===== config.mk =====
export PLATFORM = sky130hd
export DESIGN_NAME = wsg_top
export DESIGN_NICKNAME = d
export VERILOG_FILES = /design/src/wsg_pkg.sv /design/src/wsg_decode.sv /design/src/wsg_count.sv /design/src/wsg_top.sv
export SDC_FILE = /design/constraint.sdc
export NUM_CORES = 1
export LEC_CHECK = 0
export ABC_AREA = 1
export BUFFER_PORTS_ARGS = -buffer_cell sky130_fd_sc_hd__buf_2
export CORE_MARGIN = 2
export CORE_UTILIZATION = 30
export DETAILED_ROUTE_END_ITERATION = 8
export MAX_ROUTING_LAYER = met4
export PLACE_DENSITY = 0.58
export RECOVER_POWER = 25
export SLEW_MARGIN = 20
export SYNTH_ARGS = -nofsm -noshare
export SYNTH_HDL_FRONTEND = slang
export SYNTH_SLANG_ARGS = --single-unit

===== constraint.sdc =====
create_clock -name sys_clk -period 1.7 [get_ports sys_clk]
set_clock_uncertainty 0.15 [all_clocks]
set_input_delay 0.085 -clock sys_clk [delete_from_list [all_inputs] [get_ports sys_clk]]
set_output_delay 0.085 -clock sys_clk [all_outputs]
set_load 0.01 [all_outputs]

===== src/wsg_pkg.sv =====
// Wait-state generator package: register map, fields, types
//
// Contract
// External accesses can be stretched by up to fourteen machine cycles.
// Slow device holds ready low; access keeps stretching until ready goes high.
// All fields zero gates the generator clock enable off to save power.
// Low config bits hold five independent 3-bit base counts, 0 to 7.
// After reset every base count field reads 7.
// Config bit 15 is extended program range select, resets to 0.
// Config bits 14:12 give base count for every I/O access.
// Config bits 11:9 give base count for upper data half.
// Config bits 8:6 give base count for lower data half.
// Config bits 5:3 give upper program count; range follows extended select.
// Config bits 2:0 give lower program count; range follows extended select.
// Control bit 0 doubles all counts, resets to 0, maximum fourteen.
// Control bits 15:1 read zero and ignore writes.
// Access picks its field, scales it, holds that many cycles, then samples ready.
package wsg_pkg;

  // ************************************************************
  // Register map
  // ************************************************************
  localparam int WSG_AW = 7;
  localparam int WSG_DW = 16;
  localparam logic [WSG_AW-1:0] WSG_CFG_ADDR = 7'h28;
  localparam logic [WSG_AW-1:0] WSG_CTRL_ADDR = 7'h2b;
  localparam logic [WSG_DW-1:0] WSG_CFG_RST = 16'h7fff;
  localparam logic [WSG_DW-1:0] WSG_CTRL_RST = 16'h0000;
  localparam logic [WSG_DW-1:0] WSG_CTRL_WMASK = 16'h0001;
  localparam logic [WSG_DW-1:0] WSG_FIELDS_MASK = 16'h7fff;

  // ************************************************************
  // Field layout
  // ************************************************************
  localparam int WSG_FW = 3;
  localparam int WSG_CW = 4;
  localparam int WSG_XPA_BIT = 15;
  localparam int WSG_IO_LSB = 12;
  localparam int WSG_DHI_LSB = 9;
  localparam int WSG_DLO_LSB = 6;
  localparam int WSG_PHI_LSB = 3;
  localparam int WSG_PLO_LSB = 0;
  localparam int WSG_MULT_BIT = 0;
  localparam int WSG_PAW = 23;
  localparam int WSG_HALF_BIT = 15;
  localparam int WSG_EXT_BIT = 22;
  localparam logic [WSG_CW-1:0] WSG_MAX_WAIT = 4'he;
  localparam logic [WSG_CW-1:0] WSG_ONE = 4'h1;

  // ************************************************************
  // Types
  // ************************************************************
  typedef enum logic [1:0] {
    WSG_SP_IO = 2'h0,
    WSG_SP_DATA = 2'h1,
    WSG_SP_PROG = 2'h2
  } wsg_space_t;

  typedef enum logic [2:0] {
    WSG_ST_IDLE = 3'h1,
    WSG_ST_HOLD = 3'h2,
    WSG_ST_SAMP = 3'h4
  } wsg_fsm_t;

  typedef struct packed {
    logic start;
    wsg_space_t space;
    logic [WSG_PAW-1:0] addr;
  } wsg_acc_t;

  typedef struct packed {
    logic wr;
    logic rd;
    logic [WSG_AW-1:0] addr;
    logic [WSG_DW-1:0] wdata;
  } wsg_mmr_t;

endpackage


===== src/wsg_decode.sv =====
// Wait-state generator: range decode and count scaling
`timescale 1ns/1ps
`default_nettype none
module wsg_decode
  import wsg_pkg::*;
(
  input wire logic [WSG_DW-1:0] cfg,
  input wire logic dbl,
  input wire wsg_space_t space,
  input wire logic [WSG_PAW-1:0] addr,
  output logic [WSG_FW-1:0] base,
  output logic [WSG_CW-1:0] eff
);

  logic upper;

  // ************************************************************
  // Field select
  // ************************************************************
  always_comb begin
    upper = addr[WSG_HALF_BIT];
    base = cfg[WSG_IO_LSB +: WSG_FW];
    unique case (space)
      WSG_SP_IO: begin
        base = cfg[WSG_IO_LSB +: WSG_FW];
      end
      WSG_SP_DATA: begin
        base = upper ? cfg[WSG_DHI_LSB +: WSG_FW] : cfg[WSG_DLO_LSB +: WSG_FW];
      end
      WSG_SP_PROG: begin
        if (cfg[WSG_XPA_BIT]) begin
          upper = addr[WSG_EXT_BIT];
        end
        base = upper ? cfg[WSG_PHI_LSB +: WSG_FW] : cfg[WSG_PLO_LSB +: WSG_FW];
      end
      default: begin
        base = cfg[WSG_IO_LSB +: WSG_FW];
      end
    endcase
    eff = dbl ? {base, 1'b0} : {1'b0, base};
  end

endmodule // wsg_decode
`default_nettype wire


===== src/wsg_count.sv =====
// Wait-state generator: gated down counter
`timescale 1ns/1ps
`default_nettype none
module wsg_count
  import wsg_pkg::*;
(
  input wire logic sys_clk,
  input wire logic srst,
  input wire logic en,
  input wire logic load,
  input wire logic [WSG_CW-1:0] load_val,
  output logic last
);

  typedef struct packed {
    logic [WSG_CW-1:0] cnt;
  } wsg_cnt_st_t;

  wsg_cnt_st_t s_q, s_d;

  always_comb begin
    s_d = s_q;
    if (load) begin
      s_d.cnt = load_val;
    end else if (en && s_q.cnt != '0) begin
      s_d.cnt = s_q.cnt - WSG_ONE;
    end
  end

  always_ff @(posedge sys_clk) begin
    if (srst) begin
      s_q <= '0;
    end else begin
      s_q <= s_d;
    end
  end

  assign last = (s_q.cnt == WSG_ONE);

endmodule // wsg_count
`default_nettype wire


===== src/wsg_top.sv =====
// Wait-state generator: registers, access sequencing, checks
`timescale 1ns/1ps
`default_nettype none
module wsg_top
  import wsg_pkg::*;
(
  input wire logic sys_clk,
  input wire logic srst,
  input wire wsg_mmr_t memory_mapped_register,
  output logic [WSG_DW-1:0] mmr_rdata,
  input wire wsg_acc_t acc,
  input wire logic ready,
  output logic bus_wait,
  output logic acc_done,
  output logic acc_busy,
  output logic gen_clk_en,
  output logic [WSG_DW-1:0] cfg_out,
  output logic dbl_out
);

  // ************************************************************
  // State
  // ************************************************************
  typedef struct packed {
    wsg_fsm_t fsm;
    logic [WSG_DW-1:0] cfg;
    logic [WSG_DW-1:0] ctrl;
    logic [WSG_DW-1:0] rdata;
  } wsg_st_t;

  wsg_st_t s_q, s_d;
  logic [WSG_FW-1:0] base;
  logic [WSG_CW-1:0] eff;
  logic take;
  logic cnt_last;
  logic cfg_hit;
  logic ctrl_hit;

  // ************************************************************
  // Decode and counter
  // ************************************************************
  wsg_decode u_decode (
    .cfg(s_q.cfg),
    .dbl(s_q.ctrl[WSG_MULT_BIT]),
    .space(acc.space),
    .addr(acc.addr),
    .base(base),
    .eff(eff)
  );

  assign gen_clk_en = |(s_q.cfg & WSG_FIELDS_MASK);
  assign take = acc.start && (s_q.fsm == WSG_ST_IDLE);

  wsg_count u_count (
    .sys_clk(sys_clk),
    .srst(srst),
    .en(gen_clk_en),
    .load(take),
    .load_val(eff),
    .last(cnt_last)
  );

  // ************************************************************
  // Next state
  // ************************************************************
  always_comb begin
    s_d = s_q;
    cfg_hit = (memory_mapped_register.addr == WSG_CFG_ADDR);
    ctrl_hit = (memory_mapped_register.addr == WSG_CTRL_ADDR);
    if (memory_mapped_register.wr && cfg_hit) begin
      s_d.cfg = memory_mapped_register.wdata;
    end
    if (memory_mapped_register.wr && ctrl_hit) begin
      s_d.ctrl = memory_mapped_register.wdata & WSG_CTRL_WMASK;
    end
    if (memory_mapped_register.rd) begin
      s_d.rdata = cfg_hit ? s_q.cfg : (ctrl_hit ? s_q.ctrl : '0);
    end
    unique case (s_q.fsm)
      WSG_ST_IDLE: begin
        if (take) begin
          s_d.fsm = (eff == '0) ? WSG_ST_SAMP : WSG_ST_HOLD;
        end
      end
      WSG_ST_HOLD: begin
        if (cnt_last) begin
          s_d.fsm = WSG_ST_SAMP;
        end
      end
      WSG_ST_SAMP: begin
        if (ready) begin
          s_d.fsm = WSG_ST_IDLE;
        end
      end
      default: begin
        s_d.fsm = WSG_ST_IDLE;
      end
    endcase
  end

  always_ff @(posedge sys_clk) begin
    if (srst) begin
      s_q.fsm <= WSG_ST_IDLE;
      s_q.cfg <= WSG_CFG_RST;
      s_q.ctrl <= WSG_CTRL_RST;
      s_q.rdata <= '0;
    end else begin
      s_q <= s_d;
    end
  end

  // ************************************************************
  // Outputs
  // ************************************************************
  assign mmr_rdata = s_q.rdata;
  assign cfg_out = s_q.cfg;
  assign dbl_out = s_q.ctrl[WSG_MULT_BIT];
  assign acc_busy = (s_q.fsm != WSG_ST_IDLE);
  assign acc_done = (s_q.fsm == WSG_ST_SAMP) && ready;
  assign bus_wait = (s_q.fsm == WSG_ST_HOLD) || ((s_q.fsm == WSG_ST_SAMP) && !ready);

  // ************************************************************
  // Helper logic for checks
  // ************************************************************
  logic [WSG_CW-1:0] held_q;
  logic [WSG_CW-1:0] want_q;

  always_ff @(posedge sys_clk) begin
    if (srst) begin
      held_q <= '0;
      want_q <= '0;
    end else if (take) begin
      held_q <= '0;
      want_q <= eff;
    end else if (s_q.fsm == WSG_ST_HOLD) begin
      held_q <= held_q + WSG_ONE;
    end
  end
endmodule // wsg_top
`default_nettype wire


# Word-level counts from Yosys, hierarchy flattened
# Cells that the tools add are included.
totals:
  wordCells: 46
  output_inout_bits: 37
  reg_bits: 40
classes:
  n_addsub: 1
  n_eq_ne: 12
  muxes: 15
  reduce_logical: 13
op_table:
  columns: ["cell", "n"]
  rows:
  - ["3-bit two-way mux", 6]
  - ["16-bit two-way mux", 1]
  - ["15-bit OR reduction", 1]
  - ["7-bit by 6-bit == test with 1-bit output (second input constant)", 2]
  - ["4-bit two-way mux", 3]
  - ["3-bit case mux with 3 select lines", 1]
  - ["1-bit logical AND", 6]
  - ["2-bit inequality test (second input constant)", 3]
  - ["3-bit case mux with 2 select lines", 1]
  - ["4-bit by 1-bit == test with 1-bit output (second input constant)", 1]
  - ["4-bit logical NOT", 1]
  - ["4-bit nonzero test", 1]
  - ["4-bit by 1-bit subtractor with 4-bit output (second input constant)", 1]
  - ["3-bit by 1-bit == test with 1-bit output (second input constant)", 1]
  - ["3-bit by 2-bit == test with 1-bit output (second input constant)", 1]
  - ["3-bit == test (second input constant)", 1]
  - ["1-bit two-way mux", 3]
  - ["3-bit by 1-bit inequality test with 1-bit output (second input constant)", 1]
  - ["3-bit AND reduction", 1]
  - ["2-bit by 1-bit == test with 1-bit output (second input constant)", 1]
  - ["2-bit == test (second input constant)", 1]
  - ["2-bit nonzero test", 1]
  - ["1-bit logical NOT", 1]
  - ["1-bit logical OR", 1]

# Longest topological paths before layout
# Gate-level depths: netlist (run 1).
logic_depth:
  depth_word: 9
  ltp_mapped: 10
  depth_no_buf: 10

# By module
# A second synthesis (run 1) with hierarchy kept.
hier_totals:
  hier_cells: 338
  area_unflattened_um2: 2334.7
modules_own_cells:
  columns: ["mod", "instances", "seq_area_each_um2", "area_each_um2", "cells_per_inst"]
  rows:
  - ["wsg_top", 1, 720.7, 1764.2, 236]
  - ["wsg_count", 1, 80.1, 296.5, 41]
  - ["wsg_decode", 1, 0.0, 274.0, 61]

# Least setup slack after synthesis (run 1)
# OpenSTA, ideal clock, no wires.
synth_path:
  path_kind: "flip-flop to flip-flop"
  startpoint: "register, netlist name cfg_out[10]"
  endpoint: "register u_count.s_q[2] (netlist name)"
  synth_period_minus_slack_ns: 1.371
  slack_ns: 0.329
  required_time_ns: 1.441
  arrival_ns: 1.112
  stages_incl_launch_ff: 11
  cell_sequence: "dfxtp_1 > nor2_1 > nand2_1 > nor2_1 > nand2_1 > nand2_1 > nand2_1 > o21ai_0 > inv_1 > nand2_1 > inv_1"
synth_lines:
  columns: ["element", "line_no", "text"]
  rows:
  - ["15-bit OR reduction", "wsg_top.sv:51", "assign gen_clk_en = |(s_q.cfg & WSG_FIELDS_MASK);"]
  - ["net gen_clk_en", "wsg_top.sv:16", "output logic gen_clk_en,"]
  - ["1-bit logical AND", "wsg_count.sv:25", "end else if (en && s_q.cnt != '0) begin"]
  - ["2-bit nonzero test (no line)", null, null]
  - ["to (signal assigned)", "wsg_count.sv:32", "s_q <= '0;"]
  - ["to (signal assigned)", "wsg_count.sv:34", "s_q <= s_d;"]
  - ["to (decl)", "wsg_count.sv:19", "wsg_cnt_st_t s_q, s_d;"]
# The timed path passes the listed nets, and every way through them passes these cells.
# A chain may end at the register's enable or synchronous reset.

# Final worst setup path (run 1)
layout_path:
  startpoint: "register, netlist name cfg_out[1]"
  endpoint: "register u_count.s_q[2] (netlist name)"
layout_via:
  elab_chain_cells: 4
layout_lines:
  columns: ["element", "line_no", "text"]
  rows:
  - ["3-bit two-way mux", "wsg_decode.sv:34", "base = upper ? cfg[WSG_PHI_LSB +: WSG_FW] : cfg[WSG_PLO_LSB +: WSG_FW];"]
  - ["3-bit case mux with 2 select lines", "wsg_decode.sv:23", "unique case (space)"]
  - ["4-bit two-way mux", "wsg_decode.sv:40", "eff = dbl ? {base, 1'b0} : {1'b0, base};"]
  - ["4-bit two-way mux", "wsg_count.sv:23", "if (load) begin"]
# Several ways; a longest one is shown, not always the timed one.

==> flow_summary.toml, run 1 <==
[timing]
finalHoldViolCount = 0
finalSetupViolCount = 0
fmax_mhz = 664.9
holdWs_ns = 0.04554
slew_violations = 0
min_period_over_period_pct = 88.47
period_needed_ns = 1.504
worst_pin_slew_ns = 0.4572
layout_setup_ws_ns = 0.1960
tns_ns = 0
rsz0062_at_grt = "no"
relSlewSlack_pct = 69.52

[cts]
htree_levels = 2
cts_tree = "done"
clk_pin_slew_ns = 0.08
ctsRootBufferMaster = "clkbuf_8"
clockBufferDepth = 2
cts_sinks = 40
cts_made_buffers = 5
clkLatencyLatePin_ns = 0.29
cts_setup_buffers = 0

[die]
die_y_um = 89.34
rows = 31
core-area_mm2 = 0.007137
die_w_um = 89.34
ios = 91
dieArea_mm2 = 0.007981
initial_core_util_pct = 30.61

[drt]
num_vias = 2050
via_per_inst = 4.390
wl_um = 5339
antenna_left = 0
dr.pass1.iters = 4
drtIter0Drc = 77
drc = 0
wl_per_cell_um = 11.43

[synthesis]
yosys_warnings = 0
yosysSeqAreaShare_pct = 36.66
netlist_area_mm2 = 0.002185
synth_top_family_by_area = "simple AND/OR/NAND/NOR gates"
synth_fp_nets = 365
synth_cell_type_count = 24
yosys.area_share.simple_pct = 24.00
synth_adder_area_share_pct = 2.291
synthCells = 307
synth-compound-area-share_pct = 16.49
ys_ff_latch = 40
yosys-mux-area-fraction_pct = 0
synth.avg_cell_area_um2 = 7.116
synth_xor_area_share_pct = 0.8018

[global_routing]
first_global_vias = 1806
grt_start_max_net_pins = 33
grtUsageTotal_pct = 13.75
antenna_found_initial = 0
overflow = 0
grt_pass1_wl_um = 8259

[power_and_ir_drop]
switching_power_mw = 0.7413
power.total_mw = 2.600
p_sw_share_pct = 28.51
ir_worst_vdd_v = 0.0003695
seq_power_share_pct = 40.8
combPwrFrac_pct = 24.3
p_leak_nw = 1.272
power.density_mw_per_mm2 = 956.2
pwr-share-clk_pct = 34.9
p_int_mw = 1.859

[setup_path]
worstPathRequired_ns = 1.74
crit_path_end_kind = "register"
cp_max_fo = 6
timing.rr.start = "cfg_out[1]$_SDFFE_PP1P_"
crit_type = "register to register"
critPathLaunch = "cfg_out[1]$_SDFFE_PP1P_"
crit_arrival_ns = 1.55
critPathLaunchType = "register"
rrSetupSlack_ns = 0.20

[job]
cap_viol_max_count = 0

[finish]
final_nets = 426
fin_util_pct = 38.10
syn_to_final_growth_pct = 24.46
final_cell_area_mm2 = 0.002719
layout-drive-gt1-share_pct = 20.11
num_antenna_cells = 0
finalNonFillerCells = 467

[placement]
dpl_cell_area_mm2 = 0.002419
preCtsSetupSlack_ns = 0.1793
gp_congestion = 0.8593
dp_cells = 441
port_buffers = 69
hpwl_um = 4059

[outcome]
status = "finished clean"

[min_path]
hold_start = "memory_mapped_register[16]"
min-delay-path-class = "primary input to register"
-- sequential cells by signal (all words and copies together) (netlist names) --
register,cells
cfg_out,16
dbl_out,1
mmr_rdata,16
u_count.s_q,4
s_q,3
-- cell usage in the layout, fill, tap and decap left out --
| cell type | instances |
|---|---|
| nor3_1 | 2 |
| nor2_1 | 10 |
| dfxtp_1 | 40 |
| o21ai_0 | 24 |
| buf_4 | 8 |
| nand2_2 | 1 |
| xor2_1 | 2 |
| clkinv_4 | 1 |
| clkbuf_1 | 19 |
| nand4_1 | 5 |
| nor4_4 | 1 |
| o21ai_1 | 11 |
| nand2_4 | 1 |
| bufinv_16 | 2 |
| nand3_1 | 28 |
| nor2_2 | 2 |
| nand3b_4 | 1 |
| a21oi_1 | 34 |
| ha_1 | 4 |
| clkbuf_8 | 5 |
| buf_2 | 50 |
| dlygate4sd3_1 | 19 |
| o211ai_1 | 2 |
| inv_2 | 1 |
| nand2_1 | 61 |
| nor3_2 | 1 |
| inv_1 | 33 |
-- cell families after synthesis --
family,count (synthesis)
DFF,40
AOI/OAI and AO/OA,71
and+or+nand+nor,113
adders and majority gates,4
xor gates and xnor gates,2
buffers and inverters,77
-- critical path, stage by stage (launching register included) --
cell	delay, ns
dfxtp_1	0.33
nor2_1	0.12
nand3_1	0.08
nor2_1	0.10
nand2_1	0.10
nand2_1	0.10
nand2_1	0.15
o21ai_1	0.15
inv_1	0.05
nand2_1	0.05
inv_1	0.04
-- cell usage after synthesis, drive strengths merged --
library cell | number | share of area [%]
buf | 36 | 12
nor3 | 3 | 0.92
o211ai | 2 | 0.69
a21oi | 34 | 7.8
nand3b | 1 | 0.92
nor2 | 12 | 2.1
dfxtp | 40 | 37
ha | 4 | 2.3
inv | 34 | 5.8
clkbuf | 6 | 1.0
nand4 | 5 | 1.4
nand2 | 63 | 11
o21ai | 35 | 8.0
nor4 | 1 | 0.97
nand3 | 28 | 6.4
xor2 | 2 | 0.80
clkinv | 1 | 0.40
-- what timing repair did --
| item | 4_1_cts | 5_1_grt |
|---|---|---|
| gates resized for setup | 0 | 3 |
| setup endpoints to repair | 0 | 1 |
| hold endpoints to repair | 19 | 0 |
| hold buffers | 19 | 0 |
-- metal layers --
| layer | vias to the layer above | routed length [µm] | GRT usage, % |
|---|---|---|---|
| met5 | - | 0 | - |
| met4 | 0 | 70 | 5.156 |
| met3 | 6 | 284 | 3.139 |
| met2 | 44 | 2562 | 23.16 |
| met1 | 908 | 2422 | 15.89 |
| li1 | 1092 | - | - |
-- path summary, 6_finish.rpt --
check	end	cells after the start
worst max-delay path	u_count.s_q[2]$_SDFFE_PP0P_	10
worst min-delay path	dbl_out$_SDFFE_PP0P_	5
worst max register to register	u_count.s_q[2]$_SDFFE_PP0P_	10
worst min register to register	mmr_rdata[7]$_SDFFE_PP0P_	2
-- final cells by class --
type | count | area (µm²)
clock buffers | 5 | 68.82
clock inverters | 2 | 60.06
multi-input cells | 190 | 957.2
well taps | 99 | 123.9
inverters | 35 | 136.4
flip-flops and latches | 40 | 800.8
fillers | 782 | 4418
repair buffers | 96 | 571.8
-- power by group through the flow --
stage          clock network (mW)  registers [mW]  logic, mW
2_1_floorplan                   0            1.07      0.441
3_3_place_gp                    0            1.08      0.585
3_5_place_dp                    0            1.08      0.596
4_1_cts                     0.931            1.06      0.633
5_1_grt                     0.973            1.07      0.721
6_report                    0.908            1.06      0.632
No activity file was read; power rests on OpenSTA's default activity.
==> run 2: changes to the inputs <==
--- a/config.mk
+++ b/config.mk
@@ -13,7 +13,6 @@
 export MAX_ROUTING_LAYER = met4
 export PLACE_DENSITY = 0.58
 export RECOVER_POWER = 25
-export SLEW_MARGIN = 20
 export SYNTH_ARGS = -nofsm -noshare
 export SYNTH_HDL_FRONTEND = slang
 export SYNTH_SLANG_ARGS = --single-unit
==> constraint.sdc (replaced) <==
create_clock -name sys_clk -period 1.7 [get_ports sys_clk]
set_clock_uncertainty 0.15 [all_clocks]
set_input_delay 0.085 -clock sys_clk [delete_from_list [all_inputs] [get_ports sys_clk]]
set_output_delay 0.085 -clock sys_clk [all_outputs]
set_load 0.05 [all_outputs]
==> flow_summary.toml, run 2 (synthesized netlist as in run 1, its figures left out) <==
[setup_path]
critPathLaunch = "s_q[49]$_SDFFE_PP0P_"
worstPathRequired_ns = 1.46
crit_path_end_kind = "output port"
max_stage_delay_ns = 0.36
cp_cell_sequence = "inv_1, nor3_1, inv_1, nand2_1, clkbuf_4"
crit_top_cell = "inv_1"
crit_type = "register to output port"
r2r_cells = 10
cp_max_fo = 3
slowest_stage = "dfxtp_1"
rrSetupSlack_ns = 0.20
r2r_end = "u_count.s_q[2]$_SDFFE_PP0P_"
crit_arrival_ns = 1.34
critPathLaunchType = "register"
timing.rr.start = "cfg_out[1]$_SDFFE_PP1P_"
crit_end = "bus_wait"

[die]
core-area_mm2 = 0.007137
rows = 31
die_y_um = 89.34
ios = 91
die_w_um = 89.34
dieArea_mm2 = 0.007981
initial_core_util_pct = 30.61

[cts]
clockBufferDepth = 2
cts_sinks = 40
cts_tree = "done"
clk_pin_slew_ns = 0.08
clkLatencyLatePin_ns = 0.29
ctsRootBufferMaster = "clkbuf_8"
htree_levels = 2
cts_made_buffers = 5
cts_setup_buffers = 0

[finish]
layout-drive-gt1-share_pct = 20.38
multi_input_area_um2 = 957.2
layout_commonest_cell = "nand2_1"
fin_util_pct = 38.15
num_antenna_cells = 0
syn_to_final_growth_pct = 24.63
final_nets = 426
layout_common_cells = "nand2_1, buf_2, dfxtp_1, a21oi_1, inv_1"
n_fill_cell = 783
seqCellArea_um2 = 800.8

[drt]
antenna_left = 0
wl_um = 5338
wl_per_cell_um = 11.43
via_per_inst = 4.390
drtIter0Drc = 78
num_vias = 2050
dr.pass1.iters = 4
drc = 0

[placement]
hpwl_um = 4059
gp_congestion = 0.8593
port_buffers = 69

[timing]
finalSetupViolCount = 0
holdWs_ns = 0.04554
period_needed_ns = 1.577
slew_violations = 0
tns_ns = 0
fmax_mhz = 634.3
rsz0062_at_grt = "no"
relSlewSlack_pct = 59.21
finalHoldViolCount = 0
min_period_over_period_pct = 92.74
worst_pin_slew_ns = 0.6145

[power_and_ir_drop]
p_sw_share_pct = 31.14
power.density_mw_per_mm2 = 992.0
ir_worst_vdd_v = 0.0003696
combPwrFrac_pct = 27.1
pwr-share-clk_pct = 33.6
p_leak_nw = 1.273
p_int_mw = 1.860
seq_power_share_pct = 39.3
switching_power_mw = 0.8411

[job]
cap_viol_max_count = 0

[outcome]
status = "finished clean"

[min_path]
min-delay-path-class = "primary input to register"

[global_routing]
antenna_found_initial = 0
overflow = 0
grt_start_max_net_pins = 33
grt_pass1_wl_um = 8259
first_global_vias = 1806
grtUsageTotal_pct = 13.75
## run 2: area by class of cell
cell class / count / area share [%]
Sequential cell: 40 / 29.41
Multi-Input combinational cell: 190 / 35.16
Timing Repair Buffer: 96 / 21.14
Inverter: 35 / 5.009
Clock inverter: 2 / 2.206
Tap cell: 99 / 4.550
Clock buffer: 5 / 2.528
## run 2: layer usage
layer  vias to the layer above  track usage [%]  routed length [µm]
met5                         -                -                   0
met4                         0            5.156                  70
met1                       908            15.89                2421
met2                        44            23.16                2562
li1                       1092                -                   -
met3                         6            3.139                 284
## run 2: worst min path at each step
stage	startpoint	end	slack, ns	cells after the start
floorplan	srst	cfg_out[12]$_SDFFE_PP1P_	0.04	2
global placement	memory_mapped_register[9]	cfg_out[9]$_SDFFE_PP1P_	0.14	3
detailed placement	memory_mapped_register[9]	cfg_out[9]$_SDFFE_PP1P_	0.14	3
CTS	memory_mapped_register[16]	dbl_out$_SDFFE_PP0P_	0.05	5
global route	memory_mapped_register[16]	cfg_out[15]$_SDFFE_PP0P_	0.07	4
finish	memory_mapped_register[16]	dbl_out$_SDFFE_PP0P_	0.05	5
## run 2: what timing repair did
| action | in CTS | in global routing |
|---|---|---|
| setup endpoints to repair | 0 | 2 |
| gates resized for setup | 0 | 4 |
| endpoints found under the hold margin | 19 | 0 |
| hold buffers | 19 | 0 |
## run 2: worst max-delay path: cells and delay by family (launching register included)
family                 cells  cell delay (ns)
flip-flops                 1             0.36
buffers and inverters      3             0.39
AND/OR/NAND/NOR            2             0.29
## run 2: through the flow
step	cell area (µm²)	setup slack [ns]	std cells	total power [mW]
6_report	2723	0.1234	467	2.701
5_1_grt	2723	0.006394	467	2.866
4_1_cts	2738	0.07074	467	2.724
3_5_place_dp	2419	0.1793	441	1.777
3_3_place_gp	2419	0.1971	441	1.765
2_1_floorplan	2185	0.01920	307	1.615
## run 2: power by group through the flow
stage / clock, mW / sequential, mW / combinational, mW
floorplan: 0 / 1.07 / 0.542
global placement: 0 / 1.08 / 0.685
detailed placement: 0 / 1.08 / 0.697
CTS: 0.931 / 1.06 / 0.733
global route: 0.973 / 1.07 / 0.821
finish: 0.908 / 1.06 / 0.733
